$ cat src/logic/arf_map.svh
`ifndef ARF_MAP_SVH
`define ARF_MAP_SVH

// ----------------------------------------
// Register offsets (byte addresses; channel base is address bits 7:5)
// ----------------------------------------
`define ARF_OFS_CTRL      8'h00
`define ARF_OFS_MODE      8'h04
`define ARF_OFS_CHEN      8'h10
`define ARF_OFS_STATUS    8'h1C
`define ARF_OFS_LAST      8'h20
`define ARF_OFS_IRQ_STAT  8'h24
`define ARF_OFS_IRQ_MASK  8'h28
`define ARF_OFS_CHAN_BASE 3'h2
// ----------------------------------------
// Field positions
// ----------------------------------------
`define ARF_CTRL_START    0
`define ARF_MODE_SLEEP    0
`define ARF_ST_EOC_LO     0
`define ARF_ST_COV_LO     8
`define ARF_ST_NEW_DATA   16
`define ARF_ST_ANY_OV     17
`define ARF_ST_ASLEEP     18
`define ARF_LAST_CHAN_LO  12
`define ARF_IRQ_DATA      0
`define ARF_IRQ_OVERRUN   1
`define ARF_IRQ_SLEEP     2
// ----------------------------------------
// Sizes and reset values
// ----------------------------------------
`define ARF_NUM_CHAN      8
`define ARF_DATA_W        10
`define ARF_IRQ_W         3
`define ARF_CHEN_RST      8'h00
`define ARF_IRQ_MASK_RST  3'h0

`endif

$ cat src/logic/arf_pkg.sv
`default_nettype none
package arf_pkg;
    typedef logic [2:0] arf_chan_t;
    typedef logic [9:0] arf_data_t;
    typedef logic [7:0] arf_addr_t;
    typedef enum logic {
        ARF_AWAKE,
        ARF_ASLEEP
    } arf_pwr_t;
endpackage
`default_nettype wire

$ cat src/logic/arf_result_mem.sv
`timescale 1ns/1ps
`default_nettype none
module arf_result_mem (
    // Clock and reset
    input  wire logic             ref_clk,
    input  wire logic             rst,
    // Write port
    input  wire logic             wr_en,
    input  wire arf_pkg::arf_chan_t wr_addr,
    input  wire arf_pkg::arf_data_t wr_data,
    // Read port, also carries the register file's read value
    input  wire logic             rd_en,
    input  wire logic             rd_sel_mem,
    input  wire arf_pkg::arf_chan_t rd_addr,
    input  wire logic [31:0]      rd_alt,
    output logic [31:0]           rd_data
);
    arf_pkg::arf_data_t mem_reg [0:7];
    logic [31:0]        rd_data_reg;
    logic [31:0]        rd_data_next;

    // Data stand only in the cycle after the read
    always_comb begin
        rd_data_next = 32'h0000_0000;
        if (rd_en) begin
            rd_data_next = rd_sel_mem ? {22'h000000, mem_reg[rd_addr]} : rd_alt;
        end
    end

    always_ff @(posedge ref_clk) begin
        if (wr_en) begin
            mem_reg[wr_addr] <= wr_data;
        end
    end

    always_ff @(posedge ref_clk or posedge rst) begin
        if (rst) begin
            rd_data_reg <= 32'h0000_0000;
        end else begin
            rd_data_reg <= rd_data_next;
        end
    end

    assign rd_data = rd_data_reg;
endmodule
`default_nettype wire

$ cat src/logic/arf_flag_ctrl.sv
// What this block does
// - Only last-result read clears new data flag
// - Disabled-channel completion never sets new data
// - Channel read never blocks new data set
// - Disable elsewhere still stores and flags data
// - Status read updates any-overrun with completion
// - Completion with new data flag set raises any-overrun
// - Disable elsewhere still raises any-overrun
// - Completion with unread result sets channel overrun
// - Status read clears channel overrun flags
// - Result read clears that channel's completion
// - Disabled channel never raises its completion
// - Channel read clears only its own completion
// - Sleep entered only at conversion end
`timescale 1ns/1ps
`default_nettype none
`include "arf_map.svh"
module arf_flag_ctrl (
    // Clock and reset
    input  wire logic               ref_clk,
    input  wire logic               rst,
    // Register port
    input  wire arf_pkg::arf_addr_t bus_addr,
    input  wire logic [31:0]        bus_wdata,
    input  wire logic               bus_wr,
    input  wire logic               bus_rd,
    output logic [31:0]             bus_rdata,
    // Conversion core
    input  wire logic               eoc_pulse,
    input  wire arf_pkg::arf_chan_t eoc_chan,
    input  wire arf_pkg::arf_data_t eoc_data,
    output logic                    start_conv,
    output logic                    analog_sleep,
    output logic [7:0]              chan_enable,
    // Interrupt
    output logic                    irq
);
    // ----------------------------------------
    // Decode
    // ----------------------------------------
    function automatic logic [7:0] chan_onehot(input arf_pkg::arf_chan_t ch);
        chan_onehot = 8'h01 << ch;
    endfunction

    logic               wr_ctrl;
    logic               wr_mode;
    logic               wr_chen;
    logic               wr_irq_stat;
    logic               wr_irq_mask;
    logic               rd_status;
    logic               rd_last;
    logic               rd_chan;
    arf_pkg::arf_chan_t rd_ch;

    assign wr_ctrl     = bus_wr && bus_addr == `ARF_OFS_CTRL;
    assign wr_mode     = bus_wr && bus_addr == `ARF_OFS_MODE;
    assign wr_chen     = bus_wr && bus_addr == `ARF_OFS_CHEN;
    assign wr_irq_stat = bus_wr && bus_addr == `ARF_OFS_IRQ_STAT;
    assign wr_irq_mask = bus_wr && bus_addr == `ARF_OFS_IRQ_MASK;
    assign rd_status   = bus_rd && bus_addr == `ARF_OFS_STATUS;
    assign rd_last     = bus_rd && bus_addr == `ARF_OFS_LAST;
    assign rd_chan     = bus_rd && bus_addr[7:5] == `ARF_OFS_CHAN_BASE
                         && bus_addr[1:0] == 2'h0;
    assign rd_ch       = bus_addr[4:2];

    // ----------------------------------------
    // Configuration state
    // ----------------------------------------
    logic [7:0]                 chen_reg;
    logic [7:0]                 chen_next;
    logic                       sleep_sel_reg;
    logic                       sleep_sel_next;
    logic                       start_reg;
    logic                       start_next;
    logic [`ARF_IRQ_W-1:0]      irq_mask_reg;
    logic [`ARF_IRQ_W-1:0]      irq_mask_next;

    always_comb begin
        chen_next      = wr_chen ? bus_wdata[7:0] : chen_reg;
        sleep_sel_next = wr_mode ? bus_wdata[`ARF_MODE_SLEEP] : sleep_sel_reg;
        start_next     = wr_ctrl && bus_wdata[`ARF_CTRL_START];
        irq_mask_next  = wr_irq_mask ? bus_wdata[`ARF_IRQ_W-1:0] : irq_mask_reg;
    end

    always_ff @(posedge ref_clk or posedge rst) begin
        if (rst) begin
            chen_reg      <= `ARF_CHEN_RST;
            sleep_sel_reg <= 1'b0;
            start_reg     <= 1'b0;
            irq_mask_reg  <= `ARF_IRQ_MASK_RST;
        end else begin
            chen_reg      <= chen_next;
            sleep_sel_reg <= sleep_sel_next;
            start_reg     <= start_next;
            irq_mask_reg  <= irq_mask_next;
        end
    end

    // ----------------------------------------
    // Conversion flags
    // ----------------------------------------
    // Enable is judged after this cycle's write, so a channel switched off
    // during its own conversion is dropped, while other channels are not.
    logic                       accept;
    logic [7:0]                 eoc_hot;
    logic [7:0]                 eoc_reg;
    logic [7:0]                 eoc_next;
    logic [7:0]                 eoc_clr;
    logic [7:0]                 cov_reg;
    logic [7:0]                 cov_next;
    logic [7:0]                 cov_set;
    logic                       new_data_reg;
    logic                       new_data_next;
    logic                       any_ov_reg;
    logic                       any_ov_next;
    logic                       any_ov_set;
    arf_pkg::arf_data_t         last_data_reg;
    arf_pkg::arf_data_t         last_data_next;
    arf_pkg::arf_chan_t         last_chan_reg;
    arf_pkg::arf_chan_t         last_chan_next;

    assign accept  = eoc_pulse && chen_next[eoc_chan];
    assign eoc_hot = accept ? chan_onehot(eoc_chan) : 8'h00;

    genvar gi;
    generate
        for (gi = 0; gi < `ARF_NUM_CHAN; gi++) begin : g_cov
            assign cov_set[gi] = eoc_hot[gi] && eoc_reg[gi];
        end
    endgenerate

    // New data over an unread one is a general overrun
    assign any_ov_set = accept && new_data_reg;

    always_comb begin
        eoc_clr = 8'h00;
        if (rd_chan) begin
            eoc_clr = eoc_clr | chan_onehot(rd_ch);
        end
        if (rd_last) begin
            eoc_clr = eoc_clr | chan_onehot(last_chan_reg);
        end
        eoc_next = (eoc_reg & ~eoc_clr) | eoc_hot;
        cov_next = (rd_status ? 8'h00 : cov_reg) | cov_set;
        if (accept) begin
            new_data_next = 1'b1;
        end else if (rd_last) begin
            new_data_next = 1'b0;
        end else begin
            new_data_next = new_data_reg;
        end
        any_ov_next = (rd_status ? 1'b0 : any_ov_reg) | any_ov_set;
        last_data_next = accept ? eoc_data : last_data_reg;
        last_chan_next = accept ? eoc_chan : last_chan_reg;
    end

    always_ff @(posedge ref_clk or posedge rst) begin
        if (rst) begin
            eoc_reg       <= 8'h00;
            cov_reg       <= 8'h00;
            new_data_reg  <= 1'b0;
            any_ov_reg    <= 1'b0;
            last_data_reg <= 10'h000;
            last_chan_reg <= 3'h0;
        end else begin
            eoc_reg       <= eoc_next;
            cov_reg       <= cov_next;
            new_data_reg  <= new_data_next;
            any_ov_reg    <= any_ov_next;
            last_data_reg <= last_data_next;
            last_chan_reg <= last_chan_next;
        end
    end

    // ----------------------------------------
    // Sleep control
    // ----------------------------------------
    // An idle converter has no end of conversion to sleep at; software
    // must start one after selecting sleep.
    arf_pkg::arf_pwr_t pwr_reg;
    arf_pkg::arf_pwr_t pwr_next;
    logic              sleep_ev;

    always_comb begin
        pwr_next = pwr_reg;
        unique case (pwr_reg)
            arf_pkg::ARF_AWAKE: begin
                if (eoc_pulse && sleep_sel_reg) begin
                    pwr_next = arf_pkg::ARF_ASLEEP;
                end
            end
            arf_pkg::ARF_ASLEEP: begin
                if (start_next || !sleep_sel_next) begin
                    pwr_next = arf_pkg::ARF_AWAKE;
                end
            end
        endcase
    end

    assign sleep_ev = pwr_reg == arf_pkg::ARF_AWAKE && pwr_next == arf_pkg::ARF_ASLEEP;

    always_ff @(posedge ref_clk or posedge rst) begin
        if (rst) begin
            pwr_reg <= arf_pkg::ARF_AWAKE;
        end else begin
            pwr_reg <= pwr_next;
        end
    end

    // ----------------------------------------
    // Interrupt
    // ----------------------------------------
    logic [`ARF_IRQ_W-1:0] irq_stat_reg;
    logic [`ARF_IRQ_W-1:0] irq_stat_next;
    logic [`ARF_IRQ_W-1:0] irq_ev;
    logic                  irq_reg;
    logic                  irq_next;

    always_comb begin
        irq_ev                   = '0;
        irq_ev[`ARF_IRQ_DATA]    = accept;
        irq_ev[`ARF_IRQ_OVERRUN] = any_ov_set || (|cov_set);
        irq_ev[`ARF_IRQ_SLEEP]   = sleep_ev;
        irq_stat_next = irq_stat_reg;
        if (wr_irq_stat) begin
            irq_stat_next = irq_stat_reg & ~bus_wdata[`ARF_IRQ_W-1:0];
        end
        irq_stat_next = irq_stat_next | irq_ev;
        irq_next      = |(irq_stat_next & irq_mask_next);
    end

    always_ff @(posedge ref_clk or posedge rst) begin
        if (rst) begin
            irq_stat_reg <= '0;
            irq_reg      <= 1'b0;
        end else begin
            irq_stat_reg <= irq_stat_next;
            irq_reg      <= irq_next;
        end
    end

    // ----------------------------------------
    // Read path and result store
    // ----------------------------------------
    logic [31:0] rd_alt;

    always_comb begin
        rd_alt = 32'h0000_0000;
        unique case (bus_addr)
            `ARF_OFS_MODE:     rd_alt[`ARF_MODE_SLEEP] = sleep_sel_reg;
            `ARF_OFS_CHEN:     rd_alt[7:0] = chen_reg;
            `ARF_OFS_STATUS: begin
                rd_alt[`ARF_ST_EOC_LO +: 8] = eoc_reg;
                rd_alt[`ARF_ST_COV_LO +: 8] = cov_reg;
                rd_alt[`ARF_ST_NEW_DATA]    = new_data_reg;
                rd_alt[`ARF_ST_ANY_OV]      = any_ov_reg;
                rd_alt[`ARF_ST_ASLEEP]      = pwr_reg == arf_pkg::ARF_ASLEEP;
            end
            `ARF_OFS_LAST: begin
                rd_alt[`ARF_DATA_W-1:0]        = last_data_reg;
                rd_alt[`ARF_LAST_CHAN_LO +: 3] = last_chan_reg;
            end
            `ARF_OFS_IRQ_STAT: rd_alt[`ARF_IRQ_W-1:0] = irq_stat_reg;
            `ARF_OFS_IRQ_MASK: rd_alt[`ARF_IRQ_W-1:0] = irq_mask_reg;
            default:           rd_alt = 32'h0000_0000;
        endcase
    end

    // Channel result written in the same edge as the flags
    arf_result_mem u_mem (
        .ref_clk    (ref_clk),
        .rst        (rst),
        .wr_en      (accept),
        .wr_addr    (eoc_chan),
        .wr_data    (eoc_data),
        .rd_en      (bus_rd),
        .rd_sel_mem (rd_chan),
        .rd_addr    (rd_ch),
        .rd_alt     (rd_alt),
        .rd_data    (bus_rdata)
    );

    assign start_conv   = start_reg;
    assign analog_sleep = pwr_reg == arf_pkg::ARF_ASLEEP;
    assign chan_enable  = chen_reg;
    assign irq          = irq_reg;
endmodule
`default_nettype wire

$ cat config.mk
export PLATFORM = sky130hd
export DESIGN_NAME = arf_flag_ctrl
export DESIGN_NICKNAME = d
export VERILOG_FILES = /design/src/logic/arf_pkg.sv /design/src/logic/arf_result_mem.sv /design/src/logic/arf_flag_ctrl.sv
export VERILOG_INCLUDE_DIRS = /design/src /design/src/logic
export SDC_FILE = /design/constraint.sdc
export NUM_CORES = 1
export LEC_CHECK = 0
export BUFFER_PORTS_ARGS = -buffer_cell sky130_fd_sc_hd__buf_2
export CORE_MARGIN = 1
export CORE_UTILIZATION = 30
export DETAILED_ROUTE_END_ITERATION = 12
export MAX_ROUTING_LAYER = met4
export PLACE_DENSITY = 0.56
export SLEW_MARGIN = 20
export SYNTH_ARGS = -nofsm -noshare
export SYNTH_HDL_FRONTEND = slang
export SYNTH_SLANG_ARGS = --single-unit
$ cat constraint.sdc
create_clock -name ref_clk -period 2 [get_ports ref_clk]
set_input_delay 0.2 -clock ref_clk [delete_from_list [all_inputs] [get_ports ref_clk]]
set_output_delay 0.2 -clock ref_clk [all_outputs]
set_load 0.005 [all_outputs]
# Yosys cells after proc, flatten, opt, wreduce, memory -nomap -nowiden
# Memories as Yosys holds them, arrays and structs flattened.
# Index checks and enable logic that the tools add are counted.
# word_totals
register_bits	81
ram_bits	80
output_inout_bits	43
elab_cells	94
mem_count	1
# memory_table
memory	words	width	rd	rd_ports_with_merged_regs	write_ports	line_no	rtl
u_mem.mem_reg	8	10	1	0	1	arf_result_mem.sv:18	arf_pkg::arf_data_t mem_reg [0:7];
# op_classes
n_lt_le_gt_ge	1
n_eq_ne	7
shift	3
muxes	27
bitwise	11
n_reduce_logical	30
# ops
operator	count
$mux 8	5
$mux 32	1
$eq 8x6->1 const B	3
$or 8x8->8	3
$shl 1x3->8 const A	3
$logic_and 1x1->1	22
$mux 19	1
$eq 8x5->1 const B	2
$pmux 5 s3	1
$pmux 2 s5	1
$mux 1	9
$and 8x8->8	1
$eq 8x3->1 const B	1
$logic_not 8->1	1
$not 8->8	1
$reduce_or 8->1	1
$and 3x3->3	2
$mux 3	2
$pmux 1 s6	1
$pmux 3 s2	1
$lt 3x4->1 const B	1
$mux 4	1
$pmux 2 s2	1
$bmux 1 s3	1
12 further kinds	13

# Longest topological paths before layout
# logic_depth
depth_word	13
ltp_mapped	8

# Modules after synthesis
# A second synthesis with hierarchy kept.
# hier_totals
hier_cells	493
area_unflattened_um2	6874.1
# modules_own_cells
mod	n_inst	cells_each	area_each_um2
arf_result_mem	1	232	4171.5
arf_flag_ctrl	1	261	2702.6

# Worst setup path before layout
# Ideal clock, no wire load.
# synth_path
kind	input port to flip-flop
startpoint	in bus_addr[6]
endpoint	mem u_mem.mem_reg[1][0] (netlist name), enable pin
setup_ns	0.396
t_arrival_ns	2.023
setup_slack_ns	-0.419
cell_stages	4
n_path_buf	0
path_cell_list	nor4_1 -> and4_1 -> o21ai_1 -> nor3b_1
# synth_between
elab_chain_cells	8
# synth_lines
element	line_no	rtl
start: declaration	arf_flag_ctrl.sv:23	input wire arf_pkg::arf_addr_t bus_addr,
$eq 8x5->1	--	
$logic_and 1x1->1 (no source line)	--	
$mux 8	arf_flag_ctrl.sv:79	chen_next = wr_chen ? bus_wdata[7:0] : chen_reg;
$bmux 1 s3	arf_flag_ctrl.sv:122	assign accept = eoc_pulse && chen_next[eoc_chan];
$mux 1 (not written as such)	arf_flag_ctrl.sv:122	
$logic_and 1x1->1	arf_flag_ctrl.sv:122	
$mux 1	arf_result_mem.sv:31	if (wr_en) begin
$mux 1 (not written as such)	arf_result_mem.sv:32	mem_reg[wr_addr] <= wr_data;
end: declaration	arf_result_mem.sv:18	
# Every way passes these cells. The select of a mux whose other input is x is not followed.

# Worst setup path after layout
# layout_path
startpoint	reg chen_reg[3], in the netlist chan_enable[3]
endpoint	reg irq_reg, in the netlist irq
# layout_between
elab_chain_cells	11
# layout_lines
element	line_no	rtl
start: declaration	arf_flag_ctrl.sv:69	logic [7:0] chen_reg;
start signal: assignment	arf_flag_ctrl.sv:87	chen_reg <= `ARF_CHEN_RST;
start signal: assignment	arf_flag_ctrl.sv:92	chen_reg <= chen_next;
$mux 8 (*)	arf_flag_ctrl.sv:79	
$bmux 1 s3 (*)	arf_flag_ctrl.sv:122	
$mux 1 (not written as such) (*)	arf_flag_ctrl.sv:122	
$logic_and 1x1->1 (*)	arf_flag_ctrl.sv:122	
$mux 8	arf_flag_ctrl.sv:123	assign eoc_hot = accept ? chan_onehot(eoc_chan) : 8'h00;
$logic_and 1x1->1	arf_flag_ctrl.sv:128	assign cov_set[gi] = eoc_hot[gi] && eoc_reg[gi];
$reduce_or 8->1	arf_flag_ctrl.sv:222	irq_ev[`ARF_IRQ_OVERRUN] = any_ov_set || (|cov_set);
$logic_or 1x1->1 (*)	arf_flag_ctrl.sv:222	
$or 3x3->3 (*)	arf_flag_ctrl.sv:228	irq_stat_next = irq_stat_next | irq_ev;
named net irq_stat_next[1]	arf_flag_ctrl.sv:214	logic [`ARF_IRQ_W-1:0] irq_stat_next;
$and 3x3->3 (*)	arf_flag_ctrl.sv:229	irq_next = |(irq_stat_next & irq_mask_next);
$reduce_or 3->1 (*)	arf_flag_ctrl.sv:229	
named net irq_next	arf_flag_ctrl.sv:217	logic irq_next;
end signal: assignment	arf_flag_ctrl.sv:238	irq_reg <= irq_next;
end: declaration	arf_flag_ctrl.sv:216	logic irq_reg;
# The timed path passes the listed nets; every way through them passes the cells marked *. The select of a mux whose other input is x is not followed.
# A chain may end at the register's enable or synchronous reset.

==> flow_summary.toml <==
[floorplan]
rows = 52
die_x_um = 147
die_h_um = 147
core_area_sq_um = 20400
die_area_sq_um = 21500
start_util_pct = 30.8
ios = 101

[global_route]
grtUsageTotal_pct = 16.0
antenna_found_initial = 1
overflow = 0
grt_pass1_vias = 4159
grt_pass1_wl_um = 24600
grt_max_degree = 44

[timing]
setup-tns-final_ns = -1.30
clock.fmax_mhz = 467
relSlewSlack_pct = 54.5
finalCritPeriodShare_pct = 107
post-route-min-period_ns = 2.14
fin_ws_ns = -0.142
worstMarginPinSlew_ns = 0.682
fin_worst_skew_ns = 0.00873
grt_setup_unrepaired = "true"
setup_viol = 14
hold_viol = 0
drv_slew = 0

[yosys]
syn_area_per_cell_sq_um = 15.7
synth_edf_count = 80
seq_area_frac_synth_pct = 65.4
syn_inst = 399
ys_warn_count = 0
ys_seq_elements = 148
synthFlopType = "edfxtp_1"
ys_async_sr_fraction_pct = 45.9
synth_cell_types = 58
syn-cell-area_sq_um = 6280

[setup_path]
critPathKind = "reg -> reg"
r2r_slack_ns = -0.14
critPathLaunchType = "flip-flop"
crit_fanout = 3
cpMaxStageDelayCell = "mux4_2"
required_ns = 2.29
endpoint_kind = "flip-flop"
slowest_delay_ns = 0.48
cp.buffers_inverters = 1
crit_family = "compound AO/OA/AOI/OAI gates"
worst-endpoint-arrival_ns = 2.43
path_cells = "mux4_2 > o31a_1 > buf_4 > o21a_4 > a31oi_4 > o221ai_2 > a221o_1"

[drt]
dr.pass1.iters = 8
drc = 0
ant_nets = 0
routedWlPerCell_um = 19.2
vias = 3946
drt_iter0_drc = 277
totalWireLength_um = 15600
vias_per_cell = 4.84

[power_and_ir_drop]
p_int_mw = 5.74
switching_share_pct = 22.1
pwr-share-clk_pct = 42.5
p_leak_nw = 3.38
p_seq_share_pct = 48.2
irDropWorstVdd_v = 0.000538
pwr-share-comb_pct = 9.3
p_sw_mw = 1.63
power-per-cell-area_nw_per_um2 = 912
finalPower_mw = 7.37

[cells_and_area]
area_growth_pct = 28.8
fin_nets = 589
drive_above_1_share_pct = 41.4
largest_register_ffs = 80
seq_area_sq_um = 4100
multi_input_area_sq_um = 2110
fill_cells = 1883

[placement]
portBuffers = 63
place.gp.congestion = 0.893
post-dp-hpwl_um = 11000

[cts]
htree_num_levels = 4
cts.path.max_buffers = 2
clk_latency_ns = 0.42
cts_tree = "built"
cts_root_buffer = "clkbuf_16"
cts.reportedPaths.clkPinSlew_ns = 0.06
cts_sinks = 148
cts_buffers = 17

[run]
maxCapViolCount = 0

[hold_path]
hold_path.class = "in -> reg"

[run_status]
outcome = "finished with violations"
violations = "negative setup slack"
-- metrics by stage --
step	setup WS [ns]	area (sq um)	hold WS, ns	util [%]	instances
final	-0.142	8090	0.0308	39.7	815
after detailed placement	-0.339	7420	0.286	36.4	780
after global routing	-0.207	8090	0.0226	39.7	815
after floorplan	0.00198	6350	0.299	-	411
after global placement	-0.322	7420	0.270	36.4	780
after CTS	-0.151	8080	0.0165	39.7	813
-- synthesized netlist by cell type (all sizes together), types with 6 or more instances --
cell	instances	area, sq um
a22oi	6	45.0
nor3	7	40.0
edfxtp	80	2400
nor2	17	80.1
o221ai	7	67.6
clkbuf	11	42.5
nand2b	11	68.8
o21ai	7	35.0
nand2	22	82.6
mux4	25	563
dfrtp	68	1700
mux2i	12	120
and2	9	56.3
mux2	25	282
buf	18	124
a22o	10	87.6
-- power groups by stage --
stage               sequential (mW)  clock (mW)  combinational, mW
CTS                            3.55        3.20              0.692
detailed placement             3.60           0              0.634
global route                   3.57        3.34              0.756
finish                         3.55        3.14              0.685
global placement               3.60           0              0.619
floorplan                      3.54           0              0.398
-- cell families (layout without fill, tap and decap cells) --
| family | after synthesis | in the layout | synth area share (%) |
|---|---|---|---|
| DFF | 148 | 148 | 65.4 |
| and+or+nand+nor | 96 | 96 | 8.67 |
| muxes | 62 | 62 | 15.4 |
| AOI/OAI and AO/OA | 59 | 59 | 7.67 |
| buffers and inverters | 33 | 166 | 2.89 |
| other | 1 | 14 | 0.0597 |
-- cell type report --
class	count	share of cell area, %
Timing Repair Buffer	130	11.4
Clock buffer	26	6.17
Tap cell	270	4.18
Clock inverter	6	1.16
Inverter	4	0.186
Sequential cell	148	50.8
Antenna cell	1	0.0310
Multi-Input combinational cell	230	26.1
-- placed cells by master, fill, tap and decap left out, types with 3 or more instances in the layout --
cell type	netlist	routed
buf_12	0	8
mux2_2	23	15
nand2b_1	11	11
clkbuf_1	10	5
nor3_1	6	5
nand2_1	22	22
and3_1	4	4
a22oi_1	6	6
a222oi_1	5	5
dfrtp_1	68	68
mux2i_1	12	12
edfxtp_1	80	80
buf_2	3	63
a22o_1	10	10
clkbuf_16	0	17
mux4_2	25	25
nor2_1	16	16
o221ai_1	6	6
nor2b_1	5	5
and2_1	9	9
clkbuf_8	0	4
conb_1	1	13
buf_4	14	57
a21oi_1	3	3
or2_2	5	5
mux2_4	0	10
o21ai_0	6	6
-- routing by layer --
metal | up-vias | GRT usage [%] | share of wire (%)
met5 | - | - | 0
met4 | 0 | 6.51 | 2.4
met3 | 26 | 3.62 | 5.6
met2 | 120 | 24.6 | 48
met1 | 1990 | 20.5 | 44
li1 | 1810 | - | -
-- path summary, 6_finish.rpt --
| check | from | end | cells past startpoint |
|---|---|---|---|
| max | chan_enable[3]$_DFF_PP0_ | irq$_DFF_PP0_ | 7 |
| min | bus_wdata[4] | chan_enable[4]$_DFF_PP0_ | 2 |
| max reg2reg | chan_enable[3]$_DFF_PP0_ | irq$_DFF_PP0_ | 7 |
| min reg2reg | cov_reg[7]$_DFF_PP0_ | u_mem.rd_data[15]$_DFF_PP0_ | 1 |
| max in group asynchronous | rst | u_mem.rd_data[8]$_DFF_PP0_ | 4 |
| min in group asynchronous | rst | u_mem.rd_data[18]$_DFF_PP0_ | 3 |
-- timing repair --
| item | CTS | global route |
|---|---|---|
| setup endpoints to repair | 26 | 19 |
| buffers inserted | 0 | 1 |
| endpoints found under the hold margin | 22 | 0 |
| pin swaps | 1 | 0 |
| hold buffers | 1 | 0 |
| gates resized for setup | 13 | 0 |
Power figures use the tool's default switching activity.
